$ cat config.mk
export PLATFORM = sky130hd
export DESIGN_NAME = brs_top
export DESIGN_NICKNAME = d
export VERILOG_FILES = /design/src/shared/brs_pkg.sv /design/src/logic/brs_timer.sv /design/src/logic/brs_slew.sv /design/src/logic/brs_top.sv
export SDC_FILE = /design/constraint.sdc
export NUM_CORES = 1
export LEC_CHECK = 0
export BUFFER_PORTS_ARGS = -buffer_cell sky130_fd_sc_hd__buf_4
export CORE_ASPECT_RATIO = 0.7
export CORE_UTILIZATION = 39
export DETAILED_ROUTE_END_ITERATION = 8
export GPL_TIMING_DRIVEN = 1
export PLACE_DENSITY_LB_ADDON = 0.1
export SLEW_MARGIN = 20
export SYNTH_ARGS = -nofsm -noshare
export SYNTH_HDL_FRONTEND = slang
export SYNTH_SLANG_ARGS = --single-unit
$ cat constraint.sdc
create_clock -name ref_clk -period 11.7 [get_ports ref_clk]
set_input_delay 1.17 -clock ref_clk [delete_from_list [all_inputs] [get_ports ref_clk]]
set_output_delay 1.17 -clock ref_clk [all_outputs]
set_load 0.02 [all_outputs]
$ cat src/shared/brs_pkg.sv
// Constants, types and states shared by the buck regulator sequencer
// Behaviour
// - Feedback below reference: upper on, lower off
// - Feedback above reference: upper off, lower on
// - Light-load mode lowers frequency at light load
// - Reference is 0.6V plus code times 4.7mV
// - Enabled only with enable high, supply good
// - After bias settles, ramp reference from zero
// - Output-good held low during reference ramp
// - Output-good rises 45ms after threshold reached
// - Ramp always runs in light-load save mode
// - Peak current over limit turns upper off
// - Upper stays off about 360ns after overcurrent
// - Feedback undervoltage: both off 1.2ms, restart
// - Undervoltage detector ignored during start-up
// - Host sets reference, enable, mode, slew, protections
package brs_pkg;

	// ****************************************
	// Clock and timing
	// ****************************************
	localparam int CLK_MHZ = 40; // Reference clock rate
	localparam int OCP_BLANK_NS = 360; // Upper switch lockout after overcurrent
	localparam int OCP_BLANK_CYCLES = (OCP_BLANK_NS * CLK_MHZ + 999) / 1000;
	localparam int HICCUP_US = 1200; // Both switches off in hiccup
	localparam int HICCUP_CYCLES = HICCUP_US * CLK_MHZ;
	localparam int PG_DELAY_MS = 45; // Output-good release delay
	localparam int PG_DELAY_CYCLES = PG_DELAY_MS * 1000 * CLK_MHZ;
	localparam int BIAS_SETTLE_US = 10; // Internal bias settling time
	localparam int BIAS_SETTLE_CYCLES = BIAS_SETTLE_US * CLK_MHZ;
	localparam int SLEW_TICK_CYCLES = 40; // One reference step per microsecond

	// ****************************************
	// Reference arithmetic, units of 0.1 mV
	// ****************************************
	localparam int REF_W = 14; // Width of the reference level
	localparam logic [13:0] REF_BASE = 14'h1770; // 0.6 V
	localparam logic [13:0] REF_LSB = 14'h002F; // 4.7 mV per code step
	localparam logic [13:0] REF_RESET = 14'h0000; // Reference starts at 0 V
	localparam logic [6:0] CODE_RESET = 7'h00;
	localparam logic [7:0] SLEW_STEP_0 = 8'h0A; // 1 mV per microsecond
	localparam logic [7:0] SLEW_STEP_1 = 8'h19; // 2.5 mV per microsecond
	localparam logic [7:0] SLEW_STEP_2 = 8'h32; // 5 mV per microsecond
	localparam logic [7:0] SLEW_STEP_3 = 8'h64; // 10 mV per microsecond

	// ****************************************
	// Carriers
	// ****************************************
	typedef struct packed {
		logic reg_enable; // Host enable of the regulator
		logic constant_conduction_operation; // 1 forces continuous conduction outside the ramp
		logic [1:0] slew_sel; // Reference slew rate choice
		logic vin_ov_enable; // Input overvoltage protection on
		logic pg_ov_enable; // Output-good also watches overvoltage
		logic [6:0] ref_voltage_code; // Reference code, 0 to 127
	} brs_cfg_t;

	typedef struct packed {
		logic feedback_input; // 1 while feedback is above reference
		logic peak_current_limit; // 1 while peak current over limit
		logic zero_cross; // 1 when inductor current reaches zero
		logic feedback_undervoltage_threshold; // 1 while feedback below UV level
		logic pg_rise_reached; // 1 while feedback over output-good rising level
		logic pg_over; // 1 while feedback over output-good upper level
		logic supply_undervoltage_lockout; // 1 while supply below lockout level
		logic power_input_supply_ov; // 1 while supply is over voltage
	} brs_sense_t;

	typedef enum logic [2:0] {
		ST_OFF,
		ST_BIAS,
		ST_RAMP,
		ST_RUN,
		ST_HICCUP
	} brs_state_t;

endpackage : brs_pkg

$ cat src/logic/brs_timer.sv
// Loadable down-counter used for every delay of the sequencer
`timescale 1ns/1ps
module brs_timer
	import brs_pkg::*;
#(
	parameter int W = 16
) (
	input wire logic ref_clk,
	input wire logic resetn,
	input wire logic start, // Load and run
	input wire logic abort, // Drop the count
	input wire logic [W-1:0] load, // Cycles to stay busy
	output logic busy
);

	logic [W-1:0] count; // Remaining cycles

	// ****************************************
	// Counter
	// ****************************************
	// Abort wins so a shutdown never leaves a stale delay running
	always_ff @(posedge ref_clk) begin
		if (!resetn) begin
			count <= '0;
		end else if (abort) begin
			count <= '0;
		end else if (start) begin
			count <= load;
		end else if (count != '0) begin
			count <= count - 1'b1;
		end
	end

	assign busy = (count != '0);

endmodule : brs_timer

$ cat src/logic/brs_slew.sv
// Slew-limited reference generator
`timescale 1ns/1ps
module brs_slew
	import brs_pkg::*;
#(
	parameter int TICK = SLEW_TICK_CYCLES
) (
	input wire logic ref_clk,
	input wire logic resetn,
	input wire logic clear, // Hold level at zero
	input wire logic [REF_W-1:0] target,
	input wire logic [7:0] step,
	output logic [REF_W-1:0] level,
	output logic at_target
);

	logic [15:0] tick_cnt; // Cycles since last step
	logic [REF_W:0] up_sum; // Level plus one step
	logic [REF_W:0] down_dif; // Level minus one step

	assign up_sum = {1'b0, level} + {7'h00, step};
	assign down_dif = {1'b0, level} - {7'h00, step};
	assign at_target = (level == target);

	// ****************************************
	// Step timing
	// ****************************************
	always_ff @(posedge ref_clk) begin
		if (!resetn || clear) begin
			tick_cnt <= '0;
		end else if (tick_cnt == 16'(TICK - 1)) begin
			tick_cnt <= '0;
		end else begin
			tick_cnt <= tick_cnt + 16'h0001;
		end
	end

	// ****************************************
	// Level update
	// ****************************************
	// Steps both ways so on-the-fly code changes also slew
	always_ff @(posedge ref_clk) begin
		if (!resetn || clear) begin
			level <= REF_RESET;
		end else if (tick_cnt == 16'(TICK - 1)) begin
			if (level < target) begin
				level <= (up_sum > {1'b0, target}) ? target : up_sum[REF_W-1:0];
			end else if (level > target) begin
				level <= (down_dif[REF_W] || down_dif < {1'b0, target}) ? target
					: down_dif[REF_W-1:0];
			end
		end
	end

endmodule : brs_slew

$ cat src/logic/brs_top.sv
// Switch decisions and start-up sequencing of the step-down converter
`timescale 1ns/1ps
module brs_top
	import brs_pkg::*;
#(
	parameter int HICCUP_CYC = HICCUP_CYCLES, // Hiccup off time
	parameter int PG_DELAY_CYC = PG_DELAY_CYCLES, // Output-good delay
	parameter int BIAS_CYC = BIAS_SETTLE_CYCLES // Bias settle time
) (
	input wire logic ref_clk,
	input wire logic resetn,
	input wire logic enable_pin, // Enable input pin
	input wire brs_cfg_t cfg, // Host configuration bits
	input wire brs_sense_t sense, // Comparator results
	output logic upper_switch_on,
	output logic lower_switch_on,
	output logic [REF_W-1:0] ref_level, // Reference to the DAC
	output logic output_good_flag,
	output logic light_load_save_mode, // Save mode in force
	output logic hiccup_active
);

	// ****************************************
	// Declarations
	// ****************************************
	brs_state_t state; // Sequencer state
	brs_state_t next_state;
	logic en_ok; // All enable conditions met
	logic sw_ok; // Switching permitted
	logic save_now; // Save mode selected this cycle
	logic dcm_idle; // Both off after zero crossing
	logic pg_armed; // Output-good delay started
	logic [REF_W-1:0] target; // Programmed reference
	logic [REF_W-1:0] slew_level; // Ramp output
	logic at_target; // Ramp reached target
	logic [7:0] step; // Slew step per tick
	logic bias_busy;
	logic ocp_busy; // Upper lockout after overcurrent
	logic hic_busy;
	logic pg_busy;
	logic bias_start;
	logic hic_start;
	logic ocp_start;
	logic pg_start;
	logic [22:0] pg_age; // Cycles since delay start, checks only

	// ****************************************
	// Enable and mode decode
	// ****************************************
	// Input overvoltage shuts off only when the host has armed it
	assign en_ok = enable_pin && cfg.reg_enable && !sense.supply_undervoltage_lockout
		&& !(cfg.vin_ov_enable && sense.power_input_supply_ov);
	// Switching only during ramp and regulation
	assign sw_ok = en_ok && (state == ST_RAMP || state == ST_RUN);
	// Ramp overrides the programmed mode
	assign save_now = (state == ST_RAMP) || !cfg.constant_conduction_operation;

	// Reference from code, fits 14 bits at code 127
	assign target = REF_BASE + 14'(cfg.ref_voltage_code * REF_LSB);

	// Slew step selection
	always_comb begin
		// Host chosen rate
		case (cfg.slew_sel)
			2'h0: step = SLEW_STEP_0;
			2'h1: step = SLEW_STEP_1;
			2'h2: step = SLEW_STEP_2;
			default: step = SLEW_STEP_3;
		endcase
	end

	// ****************************************
	// Timer starts
	// ****************************************
	assign bias_start = (state == ST_OFF) && en_ok;
	// Undervoltage only counts once regulation is reached
	assign hic_start = (state == ST_RUN) && en_ok && sense.feedback_undervoltage_threshold;
	assign ocp_start = sw_ok && sense.peak_current_limit;
	assign pg_start = (state == ST_RUN) && !pg_armed && sense.pg_rise_reached;

	brs_timer #(.W(16)) u_bias (
		.ref_clk(ref_clk),
		.resetn(resetn),
		.start(bias_start),
		.abort(!en_ok),
		.load(16'(BIAS_CYC)),
		.busy(bias_busy)
	);

	// Retriggers on every overcurrent cycle
	brs_timer #(.W(8)) u_ocp (
		.ref_clk(ref_clk),
		.resetn(resetn),
		.start(ocp_start),
		.abort(!sw_ok),
		.load(8'(OCP_BLANK_CYCLES)),
		.busy(ocp_busy)
	);

	brs_timer #(.W(16)) u_hic (
		.ref_clk(ref_clk),
		.resetn(resetn),
		.start(hic_start),
		.abort(!en_ok),
		// One cycle less: the sequencer spends one more cycle seeing the count end
		.load(16'(HICCUP_CYC - 1)),
		.busy(hic_busy)
	);

	brs_timer #(.W(21)) u_pg (
		.ref_clk(ref_clk),
		.resetn(resetn),
		.start(pg_start),
		.abort(state != ST_RUN),
		.load(21'(PG_DELAY_CYC)),
		.busy(pg_busy)
	);

	// Reference held at zero until the ramp begins
	brs_slew u_slew (
		.ref_clk(ref_clk),
		.resetn(resetn),
		.clear(state != ST_RAMP && state != ST_RUN),
		.target(target),
		.step(step),
		.level(slew_level),
		.at_target(at_target)
	);

	// ****************************************
	// Sequencer
	// ****************************************
	always_comb begin
		next_state = state;
		case (state)
			// Wait for enable
			ST_OFF: begin
				if (en_ok) begin
					next_state = ST_BIAS;
				end
			end
			// Bias settling
			ST_BIAS: begin
				if (!bias_busy) begin
					next_state = ST_RAMP;
				end
			end
			// Undervoltage has no path out of here
			ST_RAMP: begin
				if (at_target) begin
					next_state = ST_RUN;
				end
			end
			// Regulation
			ST_RUN: begin
				if (hic_start) begin
					next_state = ST_HICCUP;
				end
			end
			// Off time, then a fresh soft start
			ST_HICCUP: begin
				if (!hic_busy) begin
					next_state = ST_RAMP;
				end
			end
			default: next_state = ST_OFF;
		endcase
		// Losing enable always shuts down
		if (!en_ok) begin
			next_state = ST_OFF;
		end
	end

	always_ff @(posedge ref_clk) begin
		if (!resetn) begin
			state <= ST_OFF;
		end else begin
			state <= next_state;
		end
	end

	// ****************************************
	// Light-load idle
	// ****************************************
	// Stopping the lower switch at zero current skips cycles,
	// which is what drops the frequency at light load
	always_ff @(posedge ref_clk) begin
		if (!resetn) begin
			dcm_idle <= 1'b0;
		end else if (!sw_ok || !save_now || !sense.feedback_input) begin
			dcm_idle <= 1'b0;
		end else if (lower_switch_on && sense.zero_cross) begin
			dcm_idle <= 1'b1;
		end
	end

	// ****************************************
	// Switch decisions
	// ****************************************
	// Overcurrent beats the feedback decision
	always_ff @(posedge ref_clk) begin
		if (!resetn) begin
			upper_switch_on <= 1'b0;
			lower_switch_on <= 1'b0;
		end else if (!sw_ok) begin
			// Off, bias or hiccup
			upper_switch_on <= 1'b0;
			lower_switch_on <= 1'b0;
		end else if (sense.peak_current_limit || ocp_busy) begin
			// Freewheel through the lower switch
			upper_switch_on <= 1'b0;
			lower_switch_on <= !(dcm_idle || (save_now && sense.zero_cross));
		end else if (sense.feedback_input) begin
			// Above reference
			upper_switch_on <= 1'b0;
			lower_switch_on <= !(dcm_idle || (save_now && sense.zero_cross));
		end else begin
			// Below reference
			upper_switch_on <= 1'b1;
			lower_switch_on <= 1'b0;
		end
	end

	// ****************************************
	// Output-good
	// ****************************************
	always_ff @(posedge ref_clk) begin
		if (!resetn) begin
			pg_armed <= 1'b0;
		end else if (state != ST_RUN) begin
			pg_armed <= 1'b0;
		end else if (pg_start) begin
			pg_armed <= 1'b1;
		end
	end

	// Overvoltage only pulls it down when the host asks
	always_ff @(posedge ref_clk) begin
		if (!resetn) begin
			output_good_flag <= 1'b0;
		end else begin
			output_good_flag <= (state == ST_RUN) && pg_armed && !pg_busy
				&& sense.pg_rise_reached && !(cfg.pg_ov_enable && sense.pg_over);
		end
	end

	// ****************************************
	// Status outputs
	// ****************************************
	always_ff @(posedge ref_clk) begin
		if (!resetn) begin
			ref_level <= REF_RESET;
			light_load_save_mode <= 1'b0;
			hiccup_active <= 1'b0;
		end else begin
			ref_level <= slew_level;
			light_load_save_mode <= sw_ok && save_now;
			hiccup_active <= (state == ST_HICCUP);
		end
	end

	// ****************************************
	// Checks
	// ****************************************
	// Age of the output-good delay, read only by a check
	always_ff @(posedge ref_clk) begin
		if (!resetn || !pg_armed) begin
			pg_age <= '0;
		end else if (pg_age != '1) begin
			pg_age <= pg_age + 23'h000001;
		end
	end
endmodule : brs_top

# ---- After elaboration in Yosys (flattened, before gate mapping)
# Cells that the tools add are included.
# Widths: inputs -> output; s select.
dict set report word_totals {
  reg_bits 115
  latch_bits 0
  ramBits 0
  romBits 0
  in_bits 24
  elab_cells 132
  mem_count 0
}
dict set report classes {
  add_sub_neg 8
  mul 1
  div 0
  n_lt_le_gt_ge 4
  n_eq_ne 14
  shifts 0
  mux 21
  n_bitwise 3
  reduce_logical 62
}
# op count
set ops {}
lappend ops {{$mux 14} 4}
lappend ops {{$mux 21} 2}
lappend ops {{$mux 16} 2}
lappend ops {{$reduce_bool 16->1} 2}
lappend ops {{$sub 16x1->16 const B} 2}
lappend ops {{$pmux 7 s3} 1}
lappend ops {{$reduce_bool 21->1} 1}
lappend ops {{$sub 21x1->21 const B} 1}
lappend ops {{$logic_and 1x1->1} 20}
lappend ops {{$mux 9} 2}
lappend ops {{$add 16x1->16 const B} 1}
lappend ops {{$eq 16x6->1 const B} 1}
lappend ops {{$add 14x7->15} 1}
lappend ops {{$gt 15x14->1} 1}
lappend ops {{$lt 15x14->1} 1}
lappend ops {{$pmux 3 s5} 1}
lappend ops {{$reduce_or 3->1} 5}
lappend ops {{$sub 14x7->15} 1}
lappend ops {{$add 13x13->14 const A} 1}
lappend ops {{$eq 14x14->1} 1}
lappend ops {{$gt 14x14->1} 1}
lappend ops {{$lt 14x14->1} 1}
lappend ops {{$mul 7x6->13 const B} 1}
lappend ops {{$mux 3} 4}
lappend ops {{other kinds (20)} 55}

# ---- Logic depth before layout (Yosys ltp)
dict set report logic_depth {
  depth_word 8
  ltp_mapped 25
  depth_no_buf 24
}

# ---- Hierarchy
# Synthesis repeated with hierarchy kept, for this count alone.
dict set report hier_totals {
  cells_unflattened 1076
  hier_area_um2 9061.2
}
# module n_inst cells_per_inst area_each_um2 seq_area_each_um2
set modules_own_cells {}
lappend modules_own_cells {brs_slew 1 441 3495.9 600.6}
lappend modules_own_cells {brs_top 1 220 2033.2 480.5}
lappend modules_own_cells {{brs_timer (u_bias ...)} 2 104 888.4 320.3}
lappend modules_own_cells {{brs_timer (u_pg)} 1 152 1276.2 420.4}
lappend modules_own_cells {{brs_timer (u_ocp)} 1 55 479.2 160.2}

# ---- Worst setup path before layout
# Ideal clock, no wire load.
dict set report synth_timing {
  kind {in2reg}
  startpoint {input port cfg[3] (netlist bit)}
  endpoint {register u_slew.level[12]}
  setup_ns 0.124
  t_arrival_ns 6.371
  t_required_ns 11.576
  setup_slack_ns 5.204
  stages 23
  path_cell_list {fa_1 > inv_1 > fa_1 > inv_1 > fa_1 > inv_1 > fa_1 > inv_1 > ha_1 > a21oi_1 > xor2_1 > ha_1 > o21a_1 > o21a_1 > nor2b_1 > a311o_1 > maj3_1 > o21ai_0 > o211ai_2 > and2_4 > buf_6 > o311ai_1 > a21oi_1}
}
dict set report synth_via {
  elab_chain_len 7
  word_cells_on_any_way 13
  cone_classes {add/sub (1); mul (1); order compare (4); mux (4); reduce/logical (3)}
}
# element line_no
set synth_rtl {}
lappend synth_rtl {{start, declared} brs_top.sv:13} ;# input wire brs_cfg_t cfg,
lappend synth_rtl {{$mul 7x6->13 (*)} brs_top.sv:59} ;# assign target = REF_BASE + 14'(cfg.ref_voltage_code * REF_LSB);
lappend synth_rtl {{$add 13x13->14 (*)} brs_top.sv:59}
lappend synth_rtl {{$lt 15x14->1} brs_slew.sv:49} ;# level <= (down_dif[REF_W] || down_dif < {1'b0, target}) ? target
lappend synth_rtl {{$logic_or 1x1->1} brs_slew.sv:49}
lappend synth_rtl {{$mux 14} brs_slew.sv:49}
lappend synth_rtl {{$mux 14} brs_slew.sv:48} ;# end else if (level > target) begin
lappend synth_rtl {{$mux 14} brs_slew.sv:46} ;# if (level < target) begin
lappend synth_rtl {{end signal, assigned} brs_slew.sv:47} ;# level <= (up_sum > {1'b0, target}) ? target : up_sum[REF_W-1:0];
lappend synth_rtl {{end signal, assigned} brs_slew.sv:49}
lappend synth_rtl {{end, declared} brs_slew.sv:13} ;# output logic [REF_W-1:0] level,
# Every way passes the cells marked *; elsewhere a longest branch is shown, timed or not. The select of a mux whose other input is x is not followed.
# A chain may end at the register's enable or synchronous reset.

# ---- Worst setup path in the final report
# Same ends and word-level chain as after synthesis.

==> flow_metrics.tcl <==
set metrics [dict create \
    async_flop_share_pct 0 \
    criticalPathCategory "in -> reg" \
    antenna_found_initial 0 \
    syn-num-nets 1095 \
    ir_worst_vdd_uv 122.1 \
    dr_total_vias 6835 \
    drt-pass1-iter-count 5 \
    yosysWarningCount 0 \
    ys_seq_elements 115 \
    nFillCells 2023 \
    die_y_um 123.9 \
    ff_latch_area_um2 2302 \
    die-area_um2 21840 \
    ctsResizeCount 0 \
    arrival_ns 7.42 \
    wl_um 20450 \
    drtIter0Drc 605 \
    io_buffers 42 \
    multiInputGateArea_um2 5585 \
    period_needed_ns 7.127 \
    synth.distinct_cells 87 \
    synth-edff-count 0 \
    hold_class "reg -> reg" \
    drive_above_1_share_pct 11.44 \
    synthCells 971 \
    via_per_inst 5.298 \
    cap_violations 0 \
    cts_htree_levels 4 \
    cts_buffer_depth 2 \
    seq_area_frac_synth_pct 27.79 \
    hold-path-cell-count 1 \
    antennaDiodeCount 0 \
    ios 43 \
    rrSetupSlack_ns 6.63 \
    grt_use_total_pct 19.64 \
    slew_headroom_pct 42.70 \
    routedWlPerCell_um 15.85 \
    finalMaxSlewViolations 0 \
    layout_setup_ws_ns 4.573 \
    clock.fmax_mhz 140.3 \
    dp_cells 1258 \
    clock-sinks 115 \
    numCtsBuffers 17 \
    num_rows 44 \
    die_x_um 176.2 \
    period_share_pct 60.92 \
    final_cells 1290 \
    cp_max_fo 12 \
    grt.overflow.total 0 \
    initial_core_util_pct 39.91 \
    synth_common_cells "dfxtp_1, nor2_1, ha_1" \
    core_area_um2 20750 \
    hold_buffers 0 \
    grt_pass1_vias 6153 \
    worst_pin_slew_ns 0.8548 \
    required_ns 11.99 \
    synth_area_leader_cell "dfxtp_1" \
    fin_setup_tns_ns 0 \
    dp_worst_setup_slack_ns 4.191 \
    start_kind "primary input" \
    hpwl_um 15420 \
    fin_util_pct 45.41 \
    grt_max_degree 22 \
    reg2regPathDepth 18 \
    gp_congestion 0.8561 \
    startpoint "cfg[3]" \
    area_growth_pct 13.76 \
    synthTopCellsByArea "dfxtp_1, ha_1, xnor2_1" \
    rsz0062_at_grt "no" \
    status "completed" \
    yosysMostFrequentCell "dfxtp_1" \
    synth_top_cell_area_share_pct 27.79 \
    leakage_uw 0.003876 \
    drtAntennaViolNets 0 \
    cts_tree "yes" \
    clk_pin_slew_worst_paths_ns 0.06 \
    cts-root-buf "clkbuf_16" \
    syn_avg_cell_area_um2 8.532 \
    pwr_density_cell_nw_per_um2 173.4 \
    final_nets 1125 \
    endpoint_kind "register" \
    drc 0 \
    hold_start "dcm_idle" \
    hold_viol_final 0 \
    finalSetupViolCount 0 \
    clock_skew_ns 0.01193 \
    post_cts_buffers 0 \
    ys.flop_type "dfxtp_1" \
    clock_latency_ns 0.42 \
    total_power_uw 1634 \
    syn-cell-area_um2 8284 \
    grt_pass1_wl_um 33530 \
    r2r-start "u_slew.level[0]" \
]
[area by class of cell]
class / count / area share, %
repair buffers: 44 / 3.505
clock inverters: 14 / 1.806
clock buffers: 18 / 4.660
inverters: 67 / 2.669
flip-flops and latches: 115 / 24.43
multi-input cells: 756 / 59.27
well taps: 276 / 3.664
[cell usage in the layout, fill, tap and decap left out, drive strengths merged, types with 4 or more instances in the layout]
cell type  Yosys  final
a21oi         76     76
nor2          92     92
nor4b          4      4
nand3         27     27
or3           16     16
or2            6      6
o211ai         6      6
xor2          39     39
nor2b         10     10
mux2           8      8
nand2b         6      6
nand2         60     60
and3           8      8
a31oi          8      8
a31o           5      5
a32oi         12     12
or4            7      7
fa            19     19
nor3          30     30
clkbuf        22     18
o21ai         38     38
buf           11     44
nor4          14     14
ha            81     81
nand4         11     11
inv           67     73
clkinv         0      4
o21a           7      7
mux2i          7      7
a2111oi        8      8
dfxtp        115    115
a211oi        10     10
a21o           8      8
xnor2         51     51
and2          23     23
[through the flow]
step / instance area, um^2 / hold slack, ns
floorplan: 8284 / 0.3994
global placement: 8815 / 0.4204
detailed placement: 8815 / 0.4218
CTS: 9424 / 0.4302
global route: 9424 / 0.4585
finish: 9424 / 0.4234
[registers in the layout (all words and copies together) (netlist names)]
name                  flops
output_good_flag          1
u_slew.level             14
u_pg.count               21
u_bias.count             16
u_hic.count              16
u_ocp.count               8
lower_switch_on           1
upper_switch_on           1
hiccup_active             1
dcm_idle                  1
light_load_save_mode      1
u_slew.tick_cnt          16
pg_armed                  1
ref_level                14
state                     3
[layer usage]
metal / vias up / global-route usage [%] / share of wire (%)
met5: - / 0 / 0
met4: 0 / 4.728 / 0.84
li1: 3535 / - / -
met3: 16 / 3.541 / 6.6
met2: 178 / 24.26 / 35
met1: 3106 / 32.78 / 57
[power by group]
part           leakage (uW)  total [uW]  switching, uW  internal (uW)
registers          0.000926         392          0.359            392
logic               0.00266         701            412            289
clock network      0.000293         541            215            327
total               0.00388        1630            627           1010
[logic make-up after synthesis]
kind of cell    after synthesis  share of synthesized area, %
flops                       115                         27.79
compound gates              218                         18.11
fa+ha+maj                   103                         17.19
buf+inv                     100                         4.788
mux                          15                         1.933
xor+xnor                     90                         9.696
simple gates                330                         20.50
[critical path, stage by stage]
cell      delay [ns]
buf_4           0.15
fa_1            0.54
inv_1           0.05
fa_1            0.47
inv_1           0.05
fa_1            0.52
inv_1           0.05
fa_1            0.49
inv_1           0.04
ha_1            0.37
a21oi_1         0.20
xor2_1          0.49
ha_1            0.37
o21a_1          0.11
o21a_1          0.17
nor2b_1         0.12
a311o_1         0.33
maj3_1          0.34
o21ai_0         0.42
o211ai_2        0.33
and2_4          0.29
o311ai_1        0.23
a21oi_1         0.10
[path summary, 6_finish.rpt]
| kind | to |
|---|---|
| max reg2reg | u_slew.level[12] |
| max | u_slew.level[12] |
| min | lower_switch_on |
| min reg2reg | lower_switch_on |
No activity file was read; power rests on OpenSTA's default activity.
